File: config.mk
export PLATFORM = sky130hd
export DESIGN_NAME = ssi_top
export DESIGN_NICKNAME = d
export VERILOG_FILES = /design/src/ssi_pkg.sv /design/src/ssi_top.sv /design/src/ssi_flash.sv /design/src/ssi_persist.sv
export VERILOG_INCLUDE_DIRS = /design/src
export SDC_FILE = /design/constraint.sdc
export NUM_CORES = 1
export LEC_CHECK = 0
export BUFFER_PORTS_ARGS = -buffer_cell sky130_fd_sc_hd__buf_2
export CORE_MARGIN = 2
export CORE_UTILIZATION = 37
export DETAILED_ROUTE_END_ITERATION = 6
export GPL_TIMING_DRIVEN = 0
export HOLD_SLACK_MARGIN = 0.06
export SETUP_SLACK_MARGIN = 0.5
export SYNTH_ARGS = -nofsm -noshare
export SYNTH_HDL_FRONTEND = slang
export SYNTH_SLANG_ARGS = --single-unit
File: constraint.sdc
create_clock -name I_CLK_SYS -period 2.4 [get_ports I_CLK_SYS]
set_input_delay 0.48 -clock I_CLK_SYS [delete_from_list [all_inputs] [get_ports I_CLK_SYS]]
set_output_delay 0.48 -clock I_CLK_SYS [all_outputs]
set_load 0.1 [all_outputs]
File: src/ssi_params.svh
// constants for the safety-state indicator and acknowledgement block
// What this block does
// - green stays dark while the safety channel initialises or is off.
// - green single-flashes while initialisation cannot complete.
// - green double-flashes while substitute data is output after a link loss.
// - in normal operation green is steady and the safe-state flag is 1.
// - awaiting acknowledgement, red single-flashes, green is dark, flags 1/0.
// - bit 6 of the safety control word is the fault acknowledge from the master.
// - a safety fault gives passivated data, steady red and dark green.
// - supply above 36 V for longer than 200 ms latches a shutdown fault.
// - after a fault the safe-state flag returns only by ack or power cycle.
// - in the dual scanning variant overspeed clears only by power cycle.
// - a detected fault switches process output to substitute data at once.
// - once a restartable fault is gone, data resumes, safe 0 and request 1.
// - the acknowledgement sets the safe-state flag back to 1.
`ifndef SSI_PARAMS_SVH
`define SSI_PARAMS_SVH

`define SSI_CLK_HZ        100000000
`define SSI_FLASH_ON_MS   200
`define SSI_FLASH_PAUSE_MS 1000
`define SSI_OVERVOLT_MS   200

`define SSI_ADDR_W        12
`define SSI_OFF_CTRL      12'h000
`define SSI_OFF_STATUS    12'h004
`define SSI_OFF_IRQ_STAT  12'h008
`define SSI_OFF_IRQ_MASK  12'h00c
`define SSI_OFF_CFG       12'h010

`define SSI_CTRL_ACK_BIT  6
`define SSI_CTRL_RESET    16'h0000
`define SSI_CFG_DUAL_BIT  0
`define SSI_CFG_RESET     1'h0
`define SSI_IRQ_MASK_RESET 4'h0

`define SSI_IRQ_FAULT     0
`define SSI_IRQ_ACKREQ    1
`define SSI_IRQ_SAFE      2
`define SSI_IRQ_LATCH     3

`endif

File: src/ssi_pkg.sv
// types shared by the safety-state indicator modules
package ssi_pkg;

   typedef enum logic [2:0] {
      ST_INIT,
      ST_INIT_STUCK,
      ST_SUBST,
      ST_OPER,
      ST_FAULT,
      ST_AWAIT_ACK
   } ssi_state_e;

   typedef struct packed {
      logic [31:0] cnt;
      logic [1:0]  idx;
      logic        on;
   } ssi_flash_s;

   typedef struct packed {
      logic [31:0] cnt;
      logic        hit;
   } ssi_persist_s;

   typedef struct packed {
      ssi_state_e  st;
      logic [7:0]  sync1;
      logic [7:0]  sync2;
      logic [15:0] ctrl;
      logic        dual;
      logic        ack_prev;
      logic        ovl_lat;
      logic        spd_lat;
      logic [3:0]  irq_stat;
      logic [3:0]  irq_mask;
      logic [31:0] prdata;
      logic        pready;
      logic        pslverr;
      logic        led_g;
      logic        led_r;
      logic        safe;
      logic        ack_req;
      logic        passiv;
      logic        shutdown;
      logic        irq;
   } ssi_top_s;

endpackage : ssi_pkg

File: src/ssi_top.sv
// safety-state supervisor: indicators, ack handshake, apb registers
//
// Decided for this implementation: the APB register port and the register addresses.
`include "ssi_params.svh"
`timescale 1ns/1ps
`default_nettype none
module ssi_top #(
   parameter int unsigned ON_CYC =
      `SSI_FLASH_ON_MS * (`SSI_CLK_HZ / 1000),
   parameter int unsigned PAUSE_CYC =
      `SSI_FLASH_PAUSE_MS * (`SSI_CLK_HZ / 1000),
   parameter int unsigned OV_CYC =
      `SSI_OVERVOLT_MS * (`SSI_CLK_HZ / 1000)
) (
   input  wire logic                   I_CLK_SYS,
   input  wire logic                   I_RSTN,
   input  wire logic [`SSI_ADDR_W-1:0] I_PADDR,
   input  wire logic                   I_PSEL,
   input  wire logic                   I_PENABLE,
   input  wire logic                   I_PWRITE,
   input  wire logic [31:0]            I_PWDATA,
   output logic      [31:0]            O_PRDATA,
   output logic                        O_PREADY,
   output logic                        O_PSLVERR,
   input  wire logic                   I_INIT_DONE,
   input  wire logic                   I_INIT_BLOCKED,
   input  wire logic                   I_COMM_LOST,
   input  wire logic                   I_COMM_ERR,
   input  wire logic                   I_WINDOW_ERR,
   input  wire logic                   I_TEMP_ERR,
   input  wire logic                   I_OVERVOLT,
   input  wire logic                   I_OVERSPEED,
   output logic                        O_LED_GREEN,
   output logic                        O_LED_RED,
   output logic                        O_SAFE_STATE,
   output logic                        O_ACK_REQ,
   output logic                        O_PASSIVATE,
   output logic                        O_SHUTDOWN,
   output logic                        O_IRQ
);
   // positions of the pin inputs inside the synchroniser vectors
   localparam int S_INIT_DONE = 0;
   localparam int S_INIT_BLK  = 1;
   localparam int S_COMM_LOST = 2;
   localparam int S_COMM_ERR  = 3;
   localparam int S_WIN_ERR   = 4;
   localparam int S_TEMP_ERR  = 5;
   localparam int S_OVERVOLT  = 6;
   localparam int S_OVERSPEED = 7;

   ssi_pkg::ssi_top_s q;
   ssi_pkg::ssi_top_s n;

   logic       flash1;
   logic       flash2;
   logic       ov_hit;
   logic [7:0] pins;
   logic       setup;
   logic       wr;
   logic       ack_rise;
   logic       fault_now;
   logic       latched;
   logic [3:0] irq_ev;
   logic [3:0] irq_clr;

   ssi_flash #(
      .N_PULSE   (1),
      .ON_CYC    (ON_CYC),
      .PAUSE_CYC (PAUSE_CYC)
   ) u_flash1 (
      .i_clk  (I_CLK_SYS),
      .i_rstn (I_RSTN),
      .o_led  (flash1)
   );

   ssi_flash #(
      .N_PULSE   (2),
      .ON_CYC    (ON_CYC),
      .PAUSE_CYC (PAUSE_CYC)
   ) u_flash2 (
      .i_clk  (I_CLK_SYS),
      .i_rstn (I_RSTN),
      .o_led  (flash2)
   );

   ssi_persist #(
      .LIMIT (OV_CYC)
   ) u_overvolt (
      .i_clk   (I_CLK_SYS),
      .i_rstn  (I_RSTN),
      .i_level (q.sync2[S_OVERVOLT]),
      .o_hit   (ov_hit)
   );

   assign pins = {I_OVERSPEED, I_OVERVOLT, I_TEMP_ERR, I_WINDOW_ERR,
                  I_COMM_ERR, I_COMM_LOST, I_INIT_BLOCKED, I_INIT_DONE};
   assign setup = I_PSEL & ~I_PENABLE;
   // the write lands at the edge where the master sees pready high
   assign wr = I_PSEL & I_PENABLE & I_PWRITE & q.pready;
   assign ack_rise = q.ctrl[`SSI_CTRL_ACK_BIT] & ~q.ack_prev;
   assign latched = q.ovl_lat | q.spd_lat;
   // brief overvoltage is tolerated; only the persisted level counts
   assign fault_now = q.sync2[S_COMM_ERR] | q.sync2[S_WIN_ERR]
                    | q.sync2[S_TEMP_ERR] | q.sync2[S_OVERSPEED]
                    | ov_hit | latched;

   always_comb begin
      n = q;
      irq_ev  = 4'h0;
      irq_clr = 4'h0;
      n.sync1 = pins;
      n.sync2 = q.sync1;
      n.ack_prev = q.ctrl[`SSI_CTRL_ACK_BIT];

      // latches survive everything except reset, i.e. a power cycle
      if (ov_hit) begin
         n.ovl_lat = 1'b1;
      end
      if (q.dual && q.sync2[S_OVERSPEED]) begin
         n.spd_lat = 1'b1;
      end

      case (q.st)
         ssi_pkg::ST_INIT: begin
            if (fault_now) begin
               n.st = ssi_pkg::ST_FAULT;
            end else if (q.sync2[S_INIT_DONE]) begin
               n.st = ssi_pkg::ST_OPER;
            end else if (q.sync2[S_INIT_BLK]) begin
               n.st = ssi_pkg::ST_INIT_STUCK;
            end
         end
         ssi_pkg::ST_INIT_STUCK: begin
            if (fault_now) begin
               n.st = ssi_pkg::ST_FAULT;
            end else if (q.sync2[S_INIT_DONE]) begin
               n.st = ssi_pkg::ST_OPER;
            end else if (!q.sync2[S_INIT_BLK]) begin
               n.st = ssi_pkg::ST_INIT;
            end
         end
         ssi_pkg::ST_OPER: begin
            if (fault_now) begin
               n.st = ssi_pkg::ST_FAULT;
            end else if (q.sync2[S_COMM_LOST]) begin
               n.st = ssi_pkg::ST_SUBST;
            end
         end
         ssi_pkg::ST_SUBST: begin
            // substitute data holds until the link is back and acked
            if (fault_now) begin
               n.st = ssi_pkg::ST_FAULT;
            end else if (!q.sync2[S_COMM_LOST] && ack_rise) begin
               n.st = ssi_pkg::ST_OPER;
            end
         end
         ssi_pkg::ST_FAULT: begin
            if (!fault_now) begin
               n.st = ssi_pkg::ST_AWAIT_ACK;
            end
         end
         ssi_pkg::ST_AWAIT_ACK: begin
            if (fault_now) begin
               n.st = ssi_pkg::ST_FAULT;
            end else if (ack_rise) begin
               n.st = ssi_pkg::ST_OPER;
            end
         end
         default: begin
            n.st = ssi_pkg::ST_FAULT;
         end
      endcase

      // outputs follow the next state so they line up with q.st
      n.safe    = (n.st == ssi_pkg::ST_OPER);
      n.ack_req = (n.st == ssi_pkg::ST_AWAIT_ACK);
      n.passiv  = (n.st != ssi_pkg::ST_OPER)
                & (n.st != ssi_pkg::ST_AWAIT_ACK);
      n.shutdown = n.ovl_lat;
      n.led_r = 1'b0;
      n.led_g = 1'b0;
      case (n.st)
         ssi_pkg::ST_INIT_STUCK: n.led_g = flash1;
         ssi_pkg::ST_SUBST:      n.led_g = flash2;
         ssi_pkg::ST_OPER:       n.led_g = 1'b1;
         ssi_pkg::ST_FAULT:      n.led_r = 1'b1;
         ssi_pkg::ST_AWAIT_ACK:  n.led_r = flash1;
         default:                n.led_g = 1'b0;
      endcase

      if (n.st == ssi_pkg::ST_FAULT && q.st != ssi_pkg::ST_FAULT) begin
         irq_ev[`SSI_IRQ_FAULT] = 1'b1;
      end
      if (n.st == ssi_pkg::ST_AWAIT_ACK && q.st != ssi_pkg::ST_AWAIT_ACK)
      begin
         irq_ev[`SSI_IRQ_ACKREQ] = 1'b1;
      end
      if (n.st == ssi_pkg::ST_OPER && q.st != ssi_pkg::ST_OPER) begin
         irq_ev[`SSI_IRQ_SAFE] = 1'b1;
      end
      if ((n.ovl_lat & ~q.ovl_lat) | (n.spd_lat & ~q.spd_lat)) begin
         irq_ev[`SSI_IRQ_LATCH] = 1'b1;
      end

      // register writes
      if (wr) begin
         if (I_PADDR == `SSI_OFF_CTRL) begin
            n.ctrl = I_PWDATA[15:0];
         end else if (I_PADDR == `SSI_OFF_IRQ_STAT) begin
            irq_clr = I_PWDATA[3:0];
         end else if (I_PADDR == `SSI_OFF_IRQ_MASK) begin
            n.irq_mask = I_PWDATA[3:0];
         end else if (I_PADDR == `SSI_OFF_CFG) begin
            n.dual = I_PWDATA[`SSI_CFG_DUAL_BIT];
         end
      end
      // a new event wins over a clear in the same cycle
      n.irq_stat = (q.irq_stat & ~irq_clr) | irq_ev;
      n.irq = |(n.irq_stat & n.irq_mask);

      // read data is captured in the setup cycle, answered next cycle
      n.pready  = setup;
      n.pslverr = 1'b0;
      n.prdata  = 32'h0;
      if (setup) begin
         if (I_PADDR == `SSI_OFF_CTRL) begin
            n.prdata = {16'h0, q.ctrl};
         end else if (I_PADDR == `SSI_OFF_STATUS) begin
            n.prdata = {23'h0, q.st, q.dual, q.shutdown, q.passiv,
                        q.ack_req, q.safe, 1'b0};
         end else if (I_PADDR == `SSI_OFF_IRQ_STAT) begin
            n.prdata = {28'h0, q.irq_stat};
         end else if (I_PADDR == `SSI_OFF_IRQ_MASK) begin
            n.prdata = {28'h0, q.irq_mask};
         end else if (I_PADDR == `SSI_OFF_CFG) begin
            n.prdata = {31'h0, q.dual};
         end else begin
            n.pslverr = 1'b1;
         end
      end
   end

   always_ff @(posedge I_CLK_SYS or negedge I_RSTN) begin
      if (!I_RSTN) begin
         q <= '0;
         q.ctrl <= `SSI_CTRL_RESET;
         q.dual <= `SSI_CFG_RESET;
         q.irq_mask <= `SSI_IRQ_MASK_RESET;
         q.passiv <= 1'b1;
      end else begin
         q <= n;
      end
   end

   assign O_PRDATA     = q.prdata;
   assign O_PREADY     = q.pready;
   assign O_PSLVERR    = q.pslverr;
   assign O_LED_GREEN  = q.led_g;
   assign O_LED_RED    = q.led_r;
   assign O_SAFE_STATE = q.safe;
   assign O_ACK_REQ    = q.ack_req;
   assign O_PASSIVATE  = q.passiv;
   assign O_SHUTDOWN   = q.shutdown;
   assign O_IRQ        = q.irq;
endmodule : ssi_top
`default_nettype wire

File: src/ssi_flash.sv
// repeating flash pattern of N pulses followed by a long dark pause
`timescale 1ns/1ps
`default_nettype none
module ssi_flash #(
   parameter int unsigned N_PULSE   = 1,
   parameter int unsigned ON_CYC    = 20000000,
   parameter int unsigned PAUSE_CYC = 100000000
) (
   input  wire logic i_clk,
   input  wire logic i_rstn,
   output logic      o_led
);
   ssi_pkg::ssi_flash_s q;
   ssi_pkg::ssi_flash_s n;

   always_comb begin
      n = q;
      if (q.cnt != 32'h0) begin
         n.cnt = q.cnt - 32'h1;
      end else if (!q.on) begin
         n.on  = 1'b1;
         n.cnt = 32'(ON_CYC - 1);
      end else begin
         n.on = 1'b0;
         // gap between pulses equals the pulse, the last one gets the pause
         if (q.idx == 2'(N_PULSE - 1)) begin
            n.idx = 2'h0;
            n.cnt = 32'(PAUSE_CYC - 1);
         end else begin
            n.idx = q.idx + 2'h1;
            n.cnt = 32'(ON_CYC - 1);
         end
      end
   end

   always_ff @(posedge i_clk or negedge i_rstn) begin
      if (!i_rstn) begin
         q <= '0;
      end else begin
         q <= n;
      end
   end

   assign o_led = q.on;
endmodule : ssi_flash
`default_nettype wire

File: src/ssi_persist.sv
// flags a level that has stayed high for more than LIMIT cycles
`timescale 1ns/1ps
`default_nettype none
module ssi_persist #(
   parameter int unsigned LIMIT = 20000000
) (
   input  wire logic i_clk,
   input  wire logic i_rstn,
   input  wire logic i_level,
   output logic      o_hit
);
   ssi_pkg::ssi_persist_s q;
   ssi_pkg::ssi_persist_s n;

   always_comb begin
      n = q;
      if (!i_level) begin
         n.cnt = 32'h0;
         n.hit = 1'b0;
      end else if (q.cnt == 32'(LIMIT)) begin
         n.hit = 1'b1;
      end else begin
         n.cnt = q.cnt + 32'h1;
      end
   end

   always_ff @(posedge i_clk or negedge i_rstn) begin
      if (!i_rstn) begin
         q <= '0;
      end else begin
         q <= n;
      end
   end

   assign o_hit = q.hit;
endmodule : ssi_persist
`default_nettype wire

==> impl_metrics.py <==
metrics = {
    "logic_synthesis": {
        "ys_seq_area_frac": 0.547,
        "syn_inst": 730,
        "synth_ff_type": "dfrtp_1",
        "yosysWarnings": 0,
        "ys_async_sr_fraction": 1.00,
        "synth_area_leaders": "dfrtp_1, xnor2_1, nor2_1",
        "syn_area_um2": 7960,
        "synth_seq_cells": 174,
        "synth_top_area_cell": "dfrtp_1",
        "synth_top_area_frac": 0.544,
        "synth_cell_types": 60,
        "avgSynthCellArea_um2": 10.9,
        "synth_edf_count": 0,
    },
    "placed_design": {
        "dp_cells": 1085,
        "portBuffers": 64,
        "dp_hpwl_um": 10300,
        "place_area_um2": 9010,
        "dpl_worst_slack_ps": -250,
        "gp_congestion": 0.749,
    },
    "die": {
        "die_area_um2": 22700,
        "die_w_um": 151,
        "rows": 53,
        "start_util": 0.378,
        "die_h_um": 151,
        "core_um2": 21100,
        "ios": 98,
    },
    "cells_and_area": {
        "layout_commonest_cell": "dfrtp_1",
        "area_delta_synth_final_pct": 35.2,
        "seq_area_um2": 4360,
        "multiInputGateArea_um2": 4060,
        "finalNonFillerCells": 1189,
        "fill_cells": 1878,
        "drive_gt1_frac": 0.382,
        "layout_common_cells": "dfrtp_1, buf_4, buf_2",
        "final_cell_area_um2": 10800,
        "diodes": 0,
        "final_nets": 964,
    },
    "power_and_ir_drop": {
        "cellLeakagePower_uw": 0.00491,
        "ir_drop_mv": 0.496,
        "powerDensity_nw_per_um2": 555,
    },
    "sta": {
        "finClkSkew_ps": 8.59,
        "maxSlewViolCount": 0,
        "finalCritPeriodShare": 1.01,
        "max_slew_margin": 0.357,
        "setup_viol": 2,
        "hold_viol": 0,
        "timing.final.ws_setup_ps": -19.5,
        "period_minus_slack_ps": 2420,
        "setup-tns-final_ps": -23.7,
        "max_freq_mhz": 413,
        "rsz0062_at_grt": "true",
        "tightest_slew_ps": 957,
    },
    "worst_setup_path": {
        "regToRegEndpoint": "u_flash2.q[31]",
        "cp_max_fo": 4,
        "required_ps": 2720,
        "crit_type": "register to register",
        "worstSetupStartpointType": "register",
        "r2r_slack_ps": -20,
        "critical_path_arrival_ps": 2740,
        "r2r_start": "u_flash2.q[22]",
        "slowest_stage": "or4_4",
        "end_kind": "register",
        "crit_chain": "or4_4 -> or4_4 -> or3_4 -> or3_4 -> a21o_1",
        "worst-r2r-cell-count": 5,
        "cp_slowest_stage_delay_ps": 540,
    },
    "run_status": {
        "violations": "negative setup slack",
        "status": "complete, but fails checks",
    },
    "detailed_routing": {
        "ant_nets": 0,
        "viasPerCell": 4.76,
        "finalWirelength_um": 16800,
        "drc": 0,
        "drt_pre_antenna_iters": 4,
        "vias": 5665,
        "drt-initial-drc-count": 269,
        "wl_per_cell_um": 14.1,
    },
    "clock_network": {
        "tritoncts": "built",
        "cts-buffers-inserted": 17,
        "root_buffer": "clkbuf_16",
        "cts_buffer_depth": 2,
        "clkLatencyLatePin_ps": 430,
        "clock-sinks": 174,
        "clk_pin_slew_ps": 70,
        "ctsHtreeMaxLevel": 4,
    },
    "grt": {
        "grtUsageTotal": 0.156,
        "grt_antenna_before_repair": 0,
        "grt_max_degree": 122,
        "grt_pass1_wl_um": 28100,
        "globalRouteOverflowTotal": 0,
        "grt_pass1_vias": 5678,
    },
    "min_path": {
        "min_from": "I_OVERVOLT",
        "worstHoldPathType": "primary input to register",
        "holdPathStages": 1,
        "min_to": "n[75]",
    },
    "run": {
        "maxCapViolCount": 0,
    },
}
[Yosys cell counts (3+ instances only)]
library cell,number
nor3b_1,3
mux2_2,22
and3_1,5
xnor2_1,52
nor4b_1,5
nand2b_1,6
nor3_1,28
or4_1,9
o21ai_0,8
nor4_1,17
and4_1,3
clkbuf_1,10
xor2_1,30
nand3_1,24
buf_4,32
and2_1,34
mux2i_1,14
dfrtp_1,173
nor2_1,72
ha_1,6
inv_1,20
a21oi_1,10
o22a_1,3
a21boi_0,4
or2_2,4
nor2b_1,7
a31oi_1,4
nand2_1,60
or4_4,4
or3_1,15
nand4_1,10
[flip-flops by register name, summed over array words and instances, names as in the netlist, 9 cells and up]
name	flops
u_overvolt.q	32
q	37
O_PRDATA	16
u_flash1.q	34
n	9
u_flash2.q	34
[critical path, delay by kind of cell (launching register included)]
kind	cells	cell delay [ps]
simple gates	4	1740
compound gates	1	180
flops	1	390
[per-layer routing]
layer	vias up	global-route usage	wire length (um)
met4	0	0.0463	234
met1	2761	0.218	8090
li1	2808	-	-
met3	16	0.0294	466
met2	80	0.247	7960
met5	-	0	0
[how the worst max path moves through the flow]
| stage | start | endpoint | slack, ps | cells after the start |
|---|---|---|---|---|
| floorplan | u_flash2.q[22] | u_flash2.q[31] | 50 | 5 |
| global placement | I_RSTN | O_PREADY | -2630 | 1 |
| detailed placement | I_PADDR[4] | O_IRQ | -250 | 7 |
| CTS | u_flash2.q[22] | u_flash2.q[31] | 30 | 5 |
| global route | u_flash1.q[17] | u_flash1.q[2] | -60 | 7 |
| finish | u_flash2.q[22] | u_flash2.q[31] | -20 | 5 |
[timing repair]
action | 4_1_cts | 5_1_grt
gates resized for setup | 78 | 66
endpoints found under the setup margin | 85 | 98
pin swaps | 30 | 38
cloned | 3 | 0
endpoints found under the hold margin | 53 | 0
hold buffers | 1 | 0
setup buffers | 45 | 23
[report_power, final]
group          internal, uW  switching (uW)
clock network          1470            1180
registers              2960            19.1
logic                  95.8             253
[layout make-up]
type                       instances  area share
clock buffer                      20      0.0415
sequential                       174       0.405
buffer                            45      0.0323
timing repair buffer             137      0.0942
clock inverter                    12      0.0106
tap                              275      0.0320
inverter                          20     0.00720
multi-input combinational        506       0.377
[stage by stage]
step           total power, uW  hold slack (ps)  utilization
2_1_floorplan             3220              184            -
3_3_place_gp              3340              334        0.425
3_5_place_dp              3350              335        0.427
4_1_cts                   6040              140        0.487
5_1_grt                   6200              129        0.511
6_report                  5970              154        0.511
[cells by family after synthesis]
logic type      after synthesis  synth area share
compound gates               43            0.0363
xor+xnor                     83            0.0922
fa+ha+maj                     6           0.00943
buf+inv                      65            0.0470
flops                       174             0.547
mux                          38            0.0515
other cells                   1          0.000471
simple gates                320             0.216
Note: power is estimated with default switching activity, not from simulation.
